## src/verilog/dtt_params.svh

```systemverilog
`ifndef DTT_PARAMS_SVH
`define DTT_PARAMS_SVH

// Clock rate in kHz, so one millisecond is this many cycles
`define DTT_CLK_KHZ 50000
// Time base periods in milliseconds
`define DTT_TB10_MS 10
`define DTT_TB100_MS 100
`define DTT_TB1S_MS 1000
// Cycles for a period given in milliseconds
`define DTT_CYC(ms) ((ms) * `DTT_CLK_KHZ)

// Register byte offsets
`define DTT_ADDR_W 12
`define DTT_CTRL_OFS 12'h000
`define DTT_DELAY_OFS 12'h004
`define DTT_ELAPSED_OFS 12'h008
`define DTT_STATUS_OFS 12'h00C

// Field layout and reset values
`define DTT_CNT_W 15
`define DTT_SEL_W 2
`define DTT_SEL_RST 2'h0
`define DTT_DELAY_RST 15'h0000
`define DTT_STAT_OUT_BIT 0
`define DTT_STAT_RUN_BIT 1

`endif

```

## src/verilog/dtt_pkg.sv

```systemverilog
package dtt_pkg;

  // Selectable time base
  typedef enum logic [1:0] {TB_10MS, TB_100MS, TB_1S} timebase_e;

  // Delay sequencer states
  typedef enum logic {ST_IDLE, ST_TIMING} run_state_e;

endpackage : dtt_pkg

```

## src/verilog/tick_if.sv

```systemverilog
`timescale 1ns/1ps

// Time base selection, restart and tick between sequencer and prescaler
interface tick_if;
  dtt_pkg::timebase_e sel;
  logic restart;
  logic tick;

  modport gen (input sel, input restart, output tick);
  modport user (output sel, output restart, input tick);
endinterface : tick_if

```

## src/verilog/delayed_toggle_timer.sv

```systemverilog
// Added by the designer: the register offsets and the APB interface to the registers.
`timescale 1ns/1ps
`include "dtt_params.svh"

module delayed_toggle_timer
#(
  parameter int unsigned CYC_10MS = `DTT_CYC(`DTT_TB10_MS),
  parameter int unsigned CYC_100MS = `DTT_CYC(`DTT_TB100_MS),
  parameter int unsigned CYC_1S = `DTT_CYC(`DTT_TB1S_MS)
)
(
  input wire logic pclk,
  input wire logic presetn,
  input wire logic psel,
  input wire logic penable,
  input wire logic pwrite,
  input wire logic [`DTT_ADDR_W-1:0] paddr,
  input wire logic [31:0] pwdata,
  output logic [31:0] prdata,
  output logic pready,
  output logic pslverr,
  input wire logic trig_in,
  input wire logic clear_in,
  output logic bit_out,
  output logic [`DTT_CNT_W-1:0] delay_word,
  output logic [`DTT_CNT_W-1:0] elapsed_word
);

  ////////////////////////////////////////////////////////////////////////////
  // Declarations

  logic trig_lvl; // Filtered trigger
  logic clr_lvl; // Filtered clear
  logic trig_prev_reg; // Trigger one cycle ago, for edge detect
  logic trig_rise; // Accepted rising edge
  logic [`DTT_SEL_W-1:0] sel_reg; // Time base field as written
  dtt_pkg::run_state_e state_reg; // Sequencer state
  logic [`DTT_CNT_W-1:0] next_count; // Elapsed plus one tick
  logic access; // APB access phase, answer due this edge
  logic mapped; // Address hits a register
  logic [31:0] rd_mux; // Read data before capture
  tick_if tb ();

  ////////////////////////////////////////////////////////////////////////////
  // Pin synchronisers and time base

  pin_sync u_trig_sync
  (
    .clk(pclk),
    .rst_n(presetn),
    .pin(trig_in),
    .level(trig_lvl)
  );

  pin_sync u_clr_sync
  (
    .clk(pclk),
    .rst_n(presetn),
    .pin(clear_in),
    .level(clr_lvl)
  );

  time_base_gen
  #(
    .CYC_10MS(CYC_10MS),
    .CYC_100MS(CYC_100MS),
    .CYC_1S(CYC_1S)
  )
  u_time_base
  (
    .clk(pclk),
    .rst_n(presetn),
    .tb(tb.gen)
  );

  // Decode the written field; the spare code falls back to the slowest base
  always_comb
  begin
    case (sel_reg)
      2'h0: tb.sel = dtt_pkg::TB_10MS;
      2'h1: tb.sel = dtt_pkg::TB_100MS;
      default: tb.sel = dtt_pkg::TB_1S;
    endcase
  end

  // A fresh start realigns the prescaler so the first tick is a full period
  assign tb.restart = trig_rise | clr_lvl;

  ////////////////////////////////////////////////////////////////////////////
  // Edge detect

  // Previous trigger level
  always_ff @(posedge pclk or negedge presetn)
  begin
    if (!presetn)
      trig_prev_reg <= 1'b0;
    else
      trig_prev_reg <= trig_lvl;
  end

  // Only a low-to-high change starts timing, never a steady high
  assign trig_rise = trig_lvl & ~trig_prev_reg;

  ////////////////////////////////////////////////////////////////////////////
  // Delay sequencer

  // Count after one more tick; it stops at the delay, so it never wraps
  assign next_count = elapsed_word + 15'h0001;

  // State, elapsed count and toggled output
  always_ff @(posedge pclk or negedge presetn)
  begin
    if (!presetn)
    begin
      state_reg <= dtt_pkg::ST_IDLE;
      elapsed_word <= 15'h0000;
      bit_out <= 1'b0;
    end
    else if (clr_lvl)
    begin
      // Clear wins over everything, including a trigger edge
      state_reg <= dtt_pkg::ST_IDLE;
      elapsed_word <= 15'h0000;
      bit_out <= 1'b0;
    end
    else if (trig_rise)
    begin
      elapsed_word <= 15'h0000;
      if (delay_word == 15'h0000)
      begin
        // Zero delay: count already reached, toggle at once
        state_reg <= dtt_pkg::ST_IDLE;
        bit_out <= ~bit_out;
      end
      else
        state_reg <= dtt_pkg::ST_TIMING;
    end
    else
    begin
      case (state_reg)
        dtt_pkg::ST_TIMING:
        begin
          if (tb.tick)
          begin
            // >= guards against a delay lowered while timing
            if (next_count >= delay_word)
            begin
              elapsed_word <= next_count;
              bit_out <= ~bit_out;
              state_reg <= dtt_pkg::ST_IDLE;
            end
            else
              elapsed_word <= next_count;
          end
        end
        // Idle holds the reached count until the next edge
        default: state_reg <= dtt_pkg::ST_IDLE;
      endcase
    end
  end

  ////////////////////////////////////////////////////////////////////////////
  // APB slave, one wait state per access

  // Completing edge of an access: select, enable and the raised ready
  assign access = psel & penable & pready;
  assign mapped = (paddr == `DTT_CTRL_OFS) || (paddr == `DTT_DELAY_OFS) ||
                  (paddr == `DTT_ELAPSED_OFS) || (paddr == `DTT_STATUS_OFS);

  // Read selection; unmapped and reserved bits read zero
  always_comb
  begin
    rd_mux = 32'h00000000;
    case (paddr)
      `DTT_CTRL_OFS: rd_mux[`DTT_SEL_W-1:0] = sel_reg;
      `DTT_DELAY_OFS: rd_mux[`DTT_CNT_W-1:0] = delay_word;
      `DTT_ELAPSED_OFS: rd_mux[`DTT_CNT_W-1:0] = elapsed_word;
      `DTT_STATUS_OFS:
      begin
        rd_mux[`DTT_STAT_OUT_BIT] = bit_out;
        rd_mux[`DTT_STAT_RUN_BIT] = (state_reg == dtt_pkg::ST_TIMING);
      end
      default: rd_mux = 32'h00000000;
    endcase
  end

  // Answer one cycle into the access phase, with registered data
  always_ff @(posedge pclk or negedge presetn)
  begin
    if (!presetn)
    begin
      pready <= 1'b0;
      pslverr <= 1'b0;
      prdata <= 32'h00000000;
    end
    else
    begin
      pready <= psel & penable & ~pready;
      pslverr <= psel & penable & ~pready & ~mapped;
      if (psel & penable & ~pready & ~pwrite)
        prdata <= rd_mux;
    end
  end

  // Writable configuration, taken at the edge that completes the access
  always_ff @(posedge pclk or negedge presetn)
  begin
    if (!presetn)
    begin
      sel_reg <= `DTT_SEL_RST;
      delay_word <= `DTT_DELAY_RST;
    end
    else if (access && pwrite)
    begin
      if (paddr == `DTT_CTRL_OFS)
        sel_reg <= pwdata[`DTT_SEL_W-1:0];
      if (paddr == `DTT_DELAY_OFS)
        delay_word <= pwdata[`DTT_CNT_W-1:0];
    end
  end
endmodule : delayed_toggle_timer

```

## src/verilog/pin_sync.sv

```systemverilog
`timescale 1ns/1ps

// Three-stage synchroniser with agreement filter for one pin
module pin_sync
(
  input wire logic clk,
  input wire logic rst_n,
  input wire logic pin,
  output logic level
);

  logic s1_reg; // Metastability stage, read only by s2_reg
  logic s2_reg;
  logic s3_reg;

  // Shift chain
  always_ff @(posedge clk or negedge rst_n)
  begin
    if (!rst_n)
    begin
      s1_reg <= 1'b0;
      s2_reg <= 1'b0;
      s3_reg <= 1'b0;
    end
    else
    begin
      s1_reg <= pin;
      s2_reg <= s1_reg;
      s3_reg <= s2_reg;
    end
  end

  // A change counts only once stages two and three agree
  always_ff @(posedge clk or negedge rst_n)
  begin
    if (!rst_n)
      level <= 1'b0;
    else if (s2_reg == s3_reg)
      level <= s3_reg;
  end

endmodule : pin_sync

```

## src/verilog/time_base_gen.sv

```systemverilog
`timescale 1ns/1ps
`include "dtt_params.svh"

// Prescaler giving one tick pulse per period of the selected time base
module time_base_gen
#(
  parameter int unsigned CYC_10MS = `DTT_CYC(`DTT_TB10_MS),
  parameter int unsigned CYC_100MS = `DTT_CYC(`DTT_TB100_MS),
  parameter int unsigned CYC_1S = `DTT_CYC(`DTT_TB1S_MS)
)
(
  input wire logic clk,
  input wire logic rst_n,
  tick_if.gen tb
);

  logic [25:0] cnt_reg; // Cycles elapsed in the present period
  logic [25:0] limit; // Last count of a period

  // Period length for the chosen base
  always_comb
  begin
    case (tb.sel)
      dtt_pkg::TB_10MS: limit = 26'(CYC_10MS - 1);
      dtt_pkg::TB_100MS: limit = 26'(CYC_100MS - 1);
      default: limit = 26'(CYC_1S - 1);
    endcase
  end

  // Counter; restart aligns the first tick to a full period after a start
  always_ff @(posedge clk or negedge rst_n)
  begin
    if (!rst_n)
    begin
      cnt_reg <= 26'h0000000;
      tb.tick <= 1'b0;
    end
    else if (tb.restart)
    begin
      cnt_reg <= 26'h0000000;
      tb.tick <= 1'b0;
    end
    else if (cnt_reg >= limit)
    begin
      // >= also covers a base switched to a shorter one mid-period
      cnt_reg <= 26'h0000000;
      tb.tick <= 1'b1;
    end
    else
    begin
      cnt_reg <= cnt_reg + 26'h0000001;
      tb.tick <= 1'b0;
    end
  end

endmodule : time_base_gen

```

## config.mk

```make
export PLATFORM = sky130hd
export DESIGN_NAME = delayed_toggle_timer
export DESIGN_NICKNAME = d
export VERILOG_FILES = /design/src/verilog/dtt_pkg.sv /design/src/verilog/tick_if.sv /design/src/verilog/delayed_toggle_timer.sv /design/src/verilog/pin_sync.sv /design/src/verilog/time_base_gen.sv
export VERILOG_INCLUDE_DIRS = /design/src /design/src/verilog
export SDC_FILE = /design/constraint.sdc
export NUM_CORES = 1
export LEC_CHECK = 0
export BUFFER_PORTS_ARGS = -buffer_cell sky130_fd_sc_hd__buf_2
export CELL_PAD_IN_SITES_DETAIL_PLACEMENT = 0
export CELL_PAD_IN_SITES_GLOBAL_PLACEMENT = 1
export CORE_MARGIN = 2
export CORE_UTILIZATION = 45
export DETAILED_ROUTE_END_ITERATION = 7
export HOLD_SLACK_MARGIN = 0.15
export PLACE_DENSITY_LB_ADDON = 0.1
export SLEW_MARGIN = 40
export SYNTH_ARGS = -nofsm -noshare
export SYNTH_HDL_FRONTEND = slang
export SYNTH_HIERARCHICAL = 1
export SYNTH_SLANG_ARGS = --single-unit
```

## constraint.sdc

```tcl
create_clock -name pclk -period 8.3 [get_ports pclk]
set_input_delay 1.66 -clock pclk [delete_from_list [all_inputs] [get_ports pclk]]
set_output_delay 1.66 -clock pclk [all_outputs]
set_load 0.05 [all_outputs]
```

==> out/metrics.csv, run 1 <==
stage;metric;value;unit
logic_synthesis;synthArstFlopShare;1.00;
timing;setup_viol;0;
drt;wl_per_cell;16.2;µm
grt;grt.total_usage;0.202;
worst_setup_path;r2r_start;elapsed_word[0];
worst_setup_path;max_stage_delay;570;ps
timing;finalHoldViolCount;0;
clock_tree;cts.sinks;87;
pwr;max-vdd-ir-drop;0.103;mV
floorplan;rows;39;
final_layout;final_common_cell;dfrtp_1;
timing;fmax;316;MHz
timing;finalCriticalPeriod;3170;ps
place;numPortBuffers;81;
worst_setup_path;cp.required;8580;ps
clock_tree;cts_max_path_buffers;2;
pwr;leakagePower;2.70;nW
final_layout;n_antenna_cell;0;
worst_setup_path;worst-path-max-fanout;8;
timing;period_share;0.382;
worst_setup_path;cp-start-kind;flip-flop;
floorplan;start_util;0.459;
clock_tree;cts_tree;done;
place;dpl.cell_count;739;
drt;vias;4115;
grt;grt_pass1_vias;4172;
clock_tree;postCtsSetupRepairBufs;0;
worst_setup_path;path_class;reg -> reg;
run_status;status;complete, no violations;
final_layout;fin_util;0.517;
logic_synthesis;synth_edf_count;0;
worst_setup_path;end_kind;flip-flop;
min_path;worstHoldPathType;reg -> reg;
drt;drc;0;
place;place_ws;4790;ps
grt;grt_max_degree;57;
timing;skew;3.45;ps
grt;grt-ovfl-total;0;
logic_synthesis;synth_area;5220;µm²
final_layout;drive_gt1_frac;0.200;
drt;drtIter0Drc;208;
clock_tree;cts-resized-gates;0;
grt;antenna_found_initial;0;
floorplan;io_pins;116;
timing;rsz0062_at_grt;false;
drt;ant_nets;0;
worst_setup_path;crit_path_start;elapsed_word[0];
logic_synthesis;yosysWarnings;6;
logic_synthesis;syn_area_per_cell;9.64;µm²
final_layout;fillCellCount;1080;
drt;drtPass1Iterations;4;
drt;drt-total-wl;12.2;mm
logic_synthesis;ys_ff_latch;87;
final_layout;syn2layout_area_growth;12.6;%
worst_setup_path;cp.arrival;3440;ps
clock_tree;postCtsHoldBufs;0;
clock_tree;clkLatencyLatePin;340;ps
place;hpwl;9.07;mm
grt;grt_pass1_wl;20.5;mm
run;cap_violations;0;
logic_synthesis;yosys_most_used_dff;dfrtp_1;
logic_synthesis;syn_inst;541;
min_path;min_from;u_clr_sync/s1_reg;
logic_synthesis;ys_types;60;
place;gp_congestion;0.805;
floorplan;die_area;12500;µm²
worst_setup_path;cpMaxStageDelayCell;dfrtp_1;
clock_tree;clk_pin_slew;60;ps
worst_setup_path;path_cells;ha_1, nand3_1, nor4_2, nand3_1, xnor2_1, ha_1, nand4_1, nor2_1, o21ai_0, a311o_1, nand4_1;
floorplan;fp.dieW;112;µm
final_layout;final_cell_count_no_fill;754;
floorplan;die_y;112;µm
clock_tree;cts_root_buffer;clkbuf_16;
final_layout;layout.nets;689;
final_layout;largest_reg_flops;26;
timing;layout_setup_ws;5130;ps
timing;final.setup.tns;0;ps
timing;relSlewSlack;0.521;
timing;drv_slew;0;
logic_synthesis;yosysSeqAreaShare;0.417;
timing;tightest_slew;718;ps
drt;vias_per_cell;5.46;
final_layout;most-common-layout-cells;87 x dfrtp_1, 80 x buf_2, 50 x nor2_1, 42 x nand2_1, 35 x xnor2_1;
pwr;powerDensity;165;nW/µm²
clock_tree;cts_buffers;9;
floorplan;core_area;11400;µm²
clock_tree;htreeDepth;3;
worst paths after layout:
check,to,depth (start not counted),slack (ps)
max,bit_out,11,5130
min in group asynchronous,pready,1,1250
min reg2reg,u_clr_sync/s2_reg,0,350
min,u_clr_sync/s2_reg,0,350
max reg2reg,bit_out,11,5130
max in group asynchronous,elapsed_word[10],2,5980
through the flow:
step	area, µm²	total power [mW]	hold slack (ps)
after detailed placement	5610	0.611	336
after floorplan	5280	0.579	331
after global placement	5610	0.608	332
after global routing	5870	1.01	359
after CTS	5870	0.981	349
final	5870	0.967	346
power breakdown:
group | leakage [nW] | switching (mW) | total (mW) | internal [mW]
logic | 1.49 | 0.112 | 0.144 | 0.0322
clock network | 0.127 | 0.157 | 0.366 | 0.209
registers | 1.09 | 0.0130 | 0.457 | 0.444
synthesized netlist by cell type (3+ instances only):
library cell,instances,area (µm²)
nor4_1,7,43.8
and3_1,4,25.0
nand3_1,16,80.1
nor2_1,50,188
a211oi_2,3,37.5
or3_1,10,62.6
nand2_1,42,158
nor4_2,6,75.1
buf_2,11,55.1
clkbuf_1,12,45.0
dfrtp_1,87,2180
inv_1,29,109
or4_1,3,22.5
xnor2_1,35,307
a211oi_1,25,188
o21ai_0,30,150
xor2_1,12,105
nor3_1,12,60.1
nand4_1,15,93.8
a21oi_1,17,85.1
o21bai_1,4,30.0
a221oi_1,13,114
buf_4,19,143
ha_1,31,388
layout make-up:
type,instances,area (µm²),area share
Clock inverter,1,5.00,0.000852
Tap cell,143,179,0.0305
Clock buffer,14,254,0.0432
Multi-Input combinational cell,393,2700,0.460
Timing Repair Buffer,86,445,0.0758
Inverter,30,113,0.0192
Sequential cell,87,2180,0.371
cells by family after synthesis:
logic type,Yosys count,synth area share
AOI/OAI and AO/OA,104,0.136
xor gates and xnor gates,47,0.0789
adders and majority gates,33,0.0787
buffers and inverters,77,0.0794
DFF,87,0.417
muxes,5,0.0142
other,1,0.000719
and+or+nand+nor,187,0.195
metal layers:
| metal | track usage | wire, µm | part of all wire | vias up |
|---|---|---|---|---|
| li1 | - | - | - | 2032 |
| met1 | 0.266 | 5580 | 0.46 | 1979 |
| met2 | 0.331 | 5840 | 0.48 | 88 |
| met3 | 0.0376 | 537 | 0.044 | 16 |
| met4 | 0.0815 | 250 | 0.020 | 0 |
| met5 | 0 | 0 | 0 | - |
critical path, delay by kind of cell (launching register included):
kind | cells | cell delay, ps
xor+xnor | 1 | 150
compound gates | 2 | 480
fa+ha+maj | 2 | 690
simple gates | 6 | 1200
flops | 1 | 570
(Power assumes the default switching activity.)
==> run 2, diff against run 1 <==
--- a/config.mk
+++ b/config.mk
@@ -6,11 +6,12 @@
 export SDC_FILE = /design/constraint.sdc
 export NUM_CORES = 1
 export LEC_CHECK = 0
+export ABC_AREA = 1
 export BUFFER_PORTS_ARGS = -buffer_cell sky130_fd_sc_hd__buf_2
 export CELL_PAD_IN_SITES_DETAIL_PLACEMENT = 0
 export CELL_PAD_IN_SITES_GLOBAL_PLACEMENT = 1
 export CORE_MARGIN = 2
-export CORE_UTILIZATION = 45
+export CORE_UTILIZATION = 36
 export DETAILED_ROUTE_END_ITERATION = 7
 export HOLD_SLACK_MARGIN = 0.15
 export PLACE_DENSITY_LB_ADDON = 0.1
==> constraint.sdc (replaced) <==
create_clock -name pclk -period 2.63 [get_ports pclk]
set_input_delay 0.526 -clock pclk [delete_from_list [all_inputs] [get_ports pclk]]
set_output_delay 0.526 -clock pclk [all_outputs]
set_load 0.05 [all_outputs]
==> run 2 against run 1 <==
  * Maximum frequency up 27%
  * Sequential cell count unchanged
  * Clock power rose to 3.3 times the previous value
  * Critical endpoint unchanged
  * Count of clock-buffer cells in the layout down 4
==> out/metrics.csv, run 2 <==
stage;metric;value;unit;change
pwr;pwr-share-seq;0.491;;+0.018
pwr;max-vdd-ir-drop;0.272;mV;+160%
timing;period_share;0.947;;+0.565
worst_setup_path;path_class;reg -> reg;;
drt;vias;5072;;+23%
logic_synthesis;synth_top_area_share;0.383;;-0.0340
worst_setup_path;end_kind;flip-flop;;
logic_synthesis;synth_most_common_cell;nand2_1;;
pwr;leakagePower;3.59;nW;+33%
timing;fmax;402;MHz;+27%
worst_setup_path;rrSetupSlack;140;ps;-4990 ps
final_layout;fillCellCount;1613;;+49%
clock_tree;cts.sinks;87;;unchanged
pwr;power.switching;0.764;mW;+170%
logic_synthesis;synth_area;5680;µm²;+8.9%
final_layout;syn2layout_area_growth;17.9;%;
grt;antenna_found_initial;0;;unchanged
min_path;min_from;clear_in;;
final_layout;largest_reg_flops;26;;unchanged
floorplan;die_y;130;µm;+16%
final_layout;final_common_cell;nand2_1;;
timing;tightest_slew;509;ps;-210 ps
clock_tree;cts_root_buffer;clkbuf_16;;
place;placed_area;6330;µm²;+13%
grt;grt.total_usage;0.191;;-0.0116
clock_tree;cts_max_path_buffers;2;;unchanged
place;numPortBuffers;81;;unchanged
drt;ant_nets;0;;unchanged
pwr;pwr-share-clk;0.422;;+0.044
drt;wl_per_cell;14.4;µm;-11%
timing;finalCriticalPeriod;2490;ps;-676 ps
drt;drt-total-wl;15.6;mm;+27%
place;hpwl;12.2;mm;+34%
min_path;holdPathStages;1;;+1
logic_synthesis;synth_edf_count;0;;unchanged
floorplan;start_util;0.371;;-0.0880
timing;skew;7.45;ps;+4.00 ps
clock_tree;cts_buffers;9;;unchanged
pwr;total_power;2.82;mW;+190%
clock_tree;clk_pin_slew;60;ps;about the same
floorplan;core_area;15300;µm²;+35%
drt;vias_per_cell;4.69;;-14%
worst_setup_path;worst-path-max-fanout;4;;-4
floorplan;io_pins;116;;unchanged
timing;relSlewSlack;0.660;;+0.139
logic_synthesis;yosysTopAreaCell;dfrtp_1;;
final_layout;most-common-layout-cells;208 x nand2_1, 114 x inv_1, 85 x dfrtp_1, 80 x buf_2, 72 x nor2_1;;
run;cap_violations;0;;unchanged
grt;grt_max_degree;46;;-19%
worst_setup_path;reg2reg_to;bit_out;;
pwr;internal-power;2.05;mW;+200%
grt;grt-ovfl-total;0;;unchanged
timing;setup_viol;0;;unchanged
grt;grt_pass1_vias;4829;;+16%
clock_tree;clkLatencyLatePin;350;ps;about the same
logic_synthesis;syn_inst;769;;+42%
run_status;status;complete, no violations;;
logic_synthesis;yosys_most_used_dff;dfrtp_1;;
drt;drtIter0Drc;232;;+12%
worst_setup_path;reg2reg_depth;18;;+7
final_layout;drive_gt1_frac;0.222;;+0.0219
pwr;p_comb_frac;0.087;;-0.062
logic_synthesis;ys_types;40;;-33%
floorplan;die_area;16800;µm²;+35%
worst_setup_path;cp.arrival;2730;ps;-710 ps
worst_setup_path;cp-start-kind;flip-flop;;
final_layout;n_antenna_cell;0;;unchanged
logic_synthesis;synth_area_leaders;dfrtp_1 38%, nand2_1 14%, inv_1 7.6%;;
worst_setup_path;cp.required;2870;ps;-5710 ps
drt;drtPass1Iterations;4;;unchanged
logic_synthesis;synthArstFlopShare;1.00;;unchanged
pwr;swShare;0.271;;-0.0196
clock_tree;htreeDepth;3;;unchanged
floorplan;fp.dieW;130;µm;+16%
min_path;hold_end;u_clr_sync/s1_reg;;
logic_synthesis;synth_commonest_cells;211 x nand2_1, 115 x inv_1, 87 x dfrtp_1, 73 x nor2_1, 53 x nand3_1;;
min_path;worstHoldPathType;in -> reg;;
clock_tree;cts_tree;done;;
floorplan;rows;45;;+15%
pwr;powerDensity;421;nW/µm²;+160%
timing;finalHoldViolCount;0;;unchanged
worst_setup_path;r2r_start;elapsed_word[0];;
place;gp_congestion;0.916;;+14%
logic_synthesis;syn_area_per_cell;7.39;µm²;-23%
grt;grt_pass1_wl;24.6;mm;+20%
drt;drc;0;;unchanged
logic_synthesis;ys_ff_latch;87;;unchanged
final_layout;stdcell_area;6700;µm²;+14%
final_layout;layout.nets;949;;+38%
logic_synthesis;yosysSeqAreaShare;0.383;;-0.0340
logic_synthesis;yosysWarnings;6;;unchanged
timing;drv_slew;0;;unchanged
run 2: cell count changes in the layout (fill, tap and decap cells not counted), moves of 10 or more:
cell      before  now
nand2_1       42  208
inv_1         29  114
nand3_1       16   53
xnor2_1       35    0
a211oi_1      25    0
nor2_1        50   72
o22ai_1        0   18
nor2_2         0   17
o21ai_2        0   15
a221oi_1      13    0
nand2_2        0   12
buf_4          6   17
or3_1         10    0
run 2: how the worst max path moves through the flow:
stage / end / from / slack [ps] / cells after the start
final: bit_out / elapsed_word[0] / 140 / 18
after global routing: bit_out / elapsed_word[0] / -9 / 19
after CTS: bit_out / elapsed_word[1] / 60 / 18
after detailed placement: bit_out / elapsed_word[1] / 60 / 18
after global placement: bit_out / elapsed_word[1] / 110 / 18
after floorplan: bit_out / elapsed_word[7] / 30 / 17
run 2: worst max-delay path, stage by stage (launching register included):
cell,delay (ps)
dfrtp_2,360
ha_2,180
nand2_1,80
nor2_4,170
nand2_4,90
nor2_4,150
nand2_1,80
xor2_1,180
inv_1,70
ha_1,290
nand2_1,100
nor2_1,100
nand2_1,50
o21ai_1,120
nor2_1,80
nand3_1,100
nand2_1,50
nand2_1,50
nand2_1,50
run 2: metrics by stage:
step                setup WS (ps)  utilization  TNS, ps  cells  hold WS (ps)
global placement              112        0.413        0   1062           336
global route                -9.26        0.437    -9.26   1082           271
finish                        140        0.437        0   1082           283
detailed placement           63.4        0.413        0   1062           336
CTS                          63.5        0.431        0   1078           269
floorplan                    31.1            -        0    785           230
run 2: kinds of logic (layout without fill, tap and decap cells):
group	Yosys count	count (layout)	share of synthesized area
adder cells (fa/ha/maj)	31	31	0.0683
other	1	17	0.000660
buffers and inverters	150	236	0.118
AND/OR/NAND/NOR	405	405	0.319
AO/OA/AOI/OAI	89	89	0.100
XOR/XNOR	6	6	0.0106
flip-flops	87	87	0.383
run 2: power groups by stage:
| stage | clock, mW | combinational, mW | sequential, mW |
|---|---|---|---|
| CTS | 1.23 | 0.251 | 1.38 |
| global placement | 0 | 0.244 | 1.41 |
| global route | 1.28 | 0.271 | 1.39 |
| floorplan | 0 | 0.153 | 1.42 |
| detailed placement | 0 | 0.250 | 1.41 |
| finish | 1.19 | 0.246 | 1.38 |
run 2: layout make-up:
| cell class | count | area (µm²) | area share |
|---|---|---|---|
| multi-input combinational | 548 | 2950 | 0.440 |
| sequential | 87 | 2180 | 0.325 |
| timing repair buffer | 101 | 589 | 0.0880 |
| inverter | 120 | 450 | 0.0673 |
| tap | 211 | 264 | 0.0394 |
| clock buffer | 10 | 229 | 0.0342 |
| clock inverter | 5 | 35.0 | 0.00523 |
run 2: what timing repair did:
action,in CTS,in global routing
gates resized for setup,0,15
hold endpoints to repair,23,0
setup buffers,0,4
endpoints found under the setup margin,0,2
hold buffers,1,0
run 2: layer usage:
| metal | global-route usage | part of all wire | vias up |
|---|---|---|---|
| met5 | 0 | 0 | - |
| met4 | 0.0829 | 0.023 | 0 |
| met3 | 0.0281 | 0.035 | 26 |
| met2 | 0.322 | 0.49 | 100 |
| met1 | 0.243 | 0.45 | 2344 |
| li1 | - | - | 2602 |
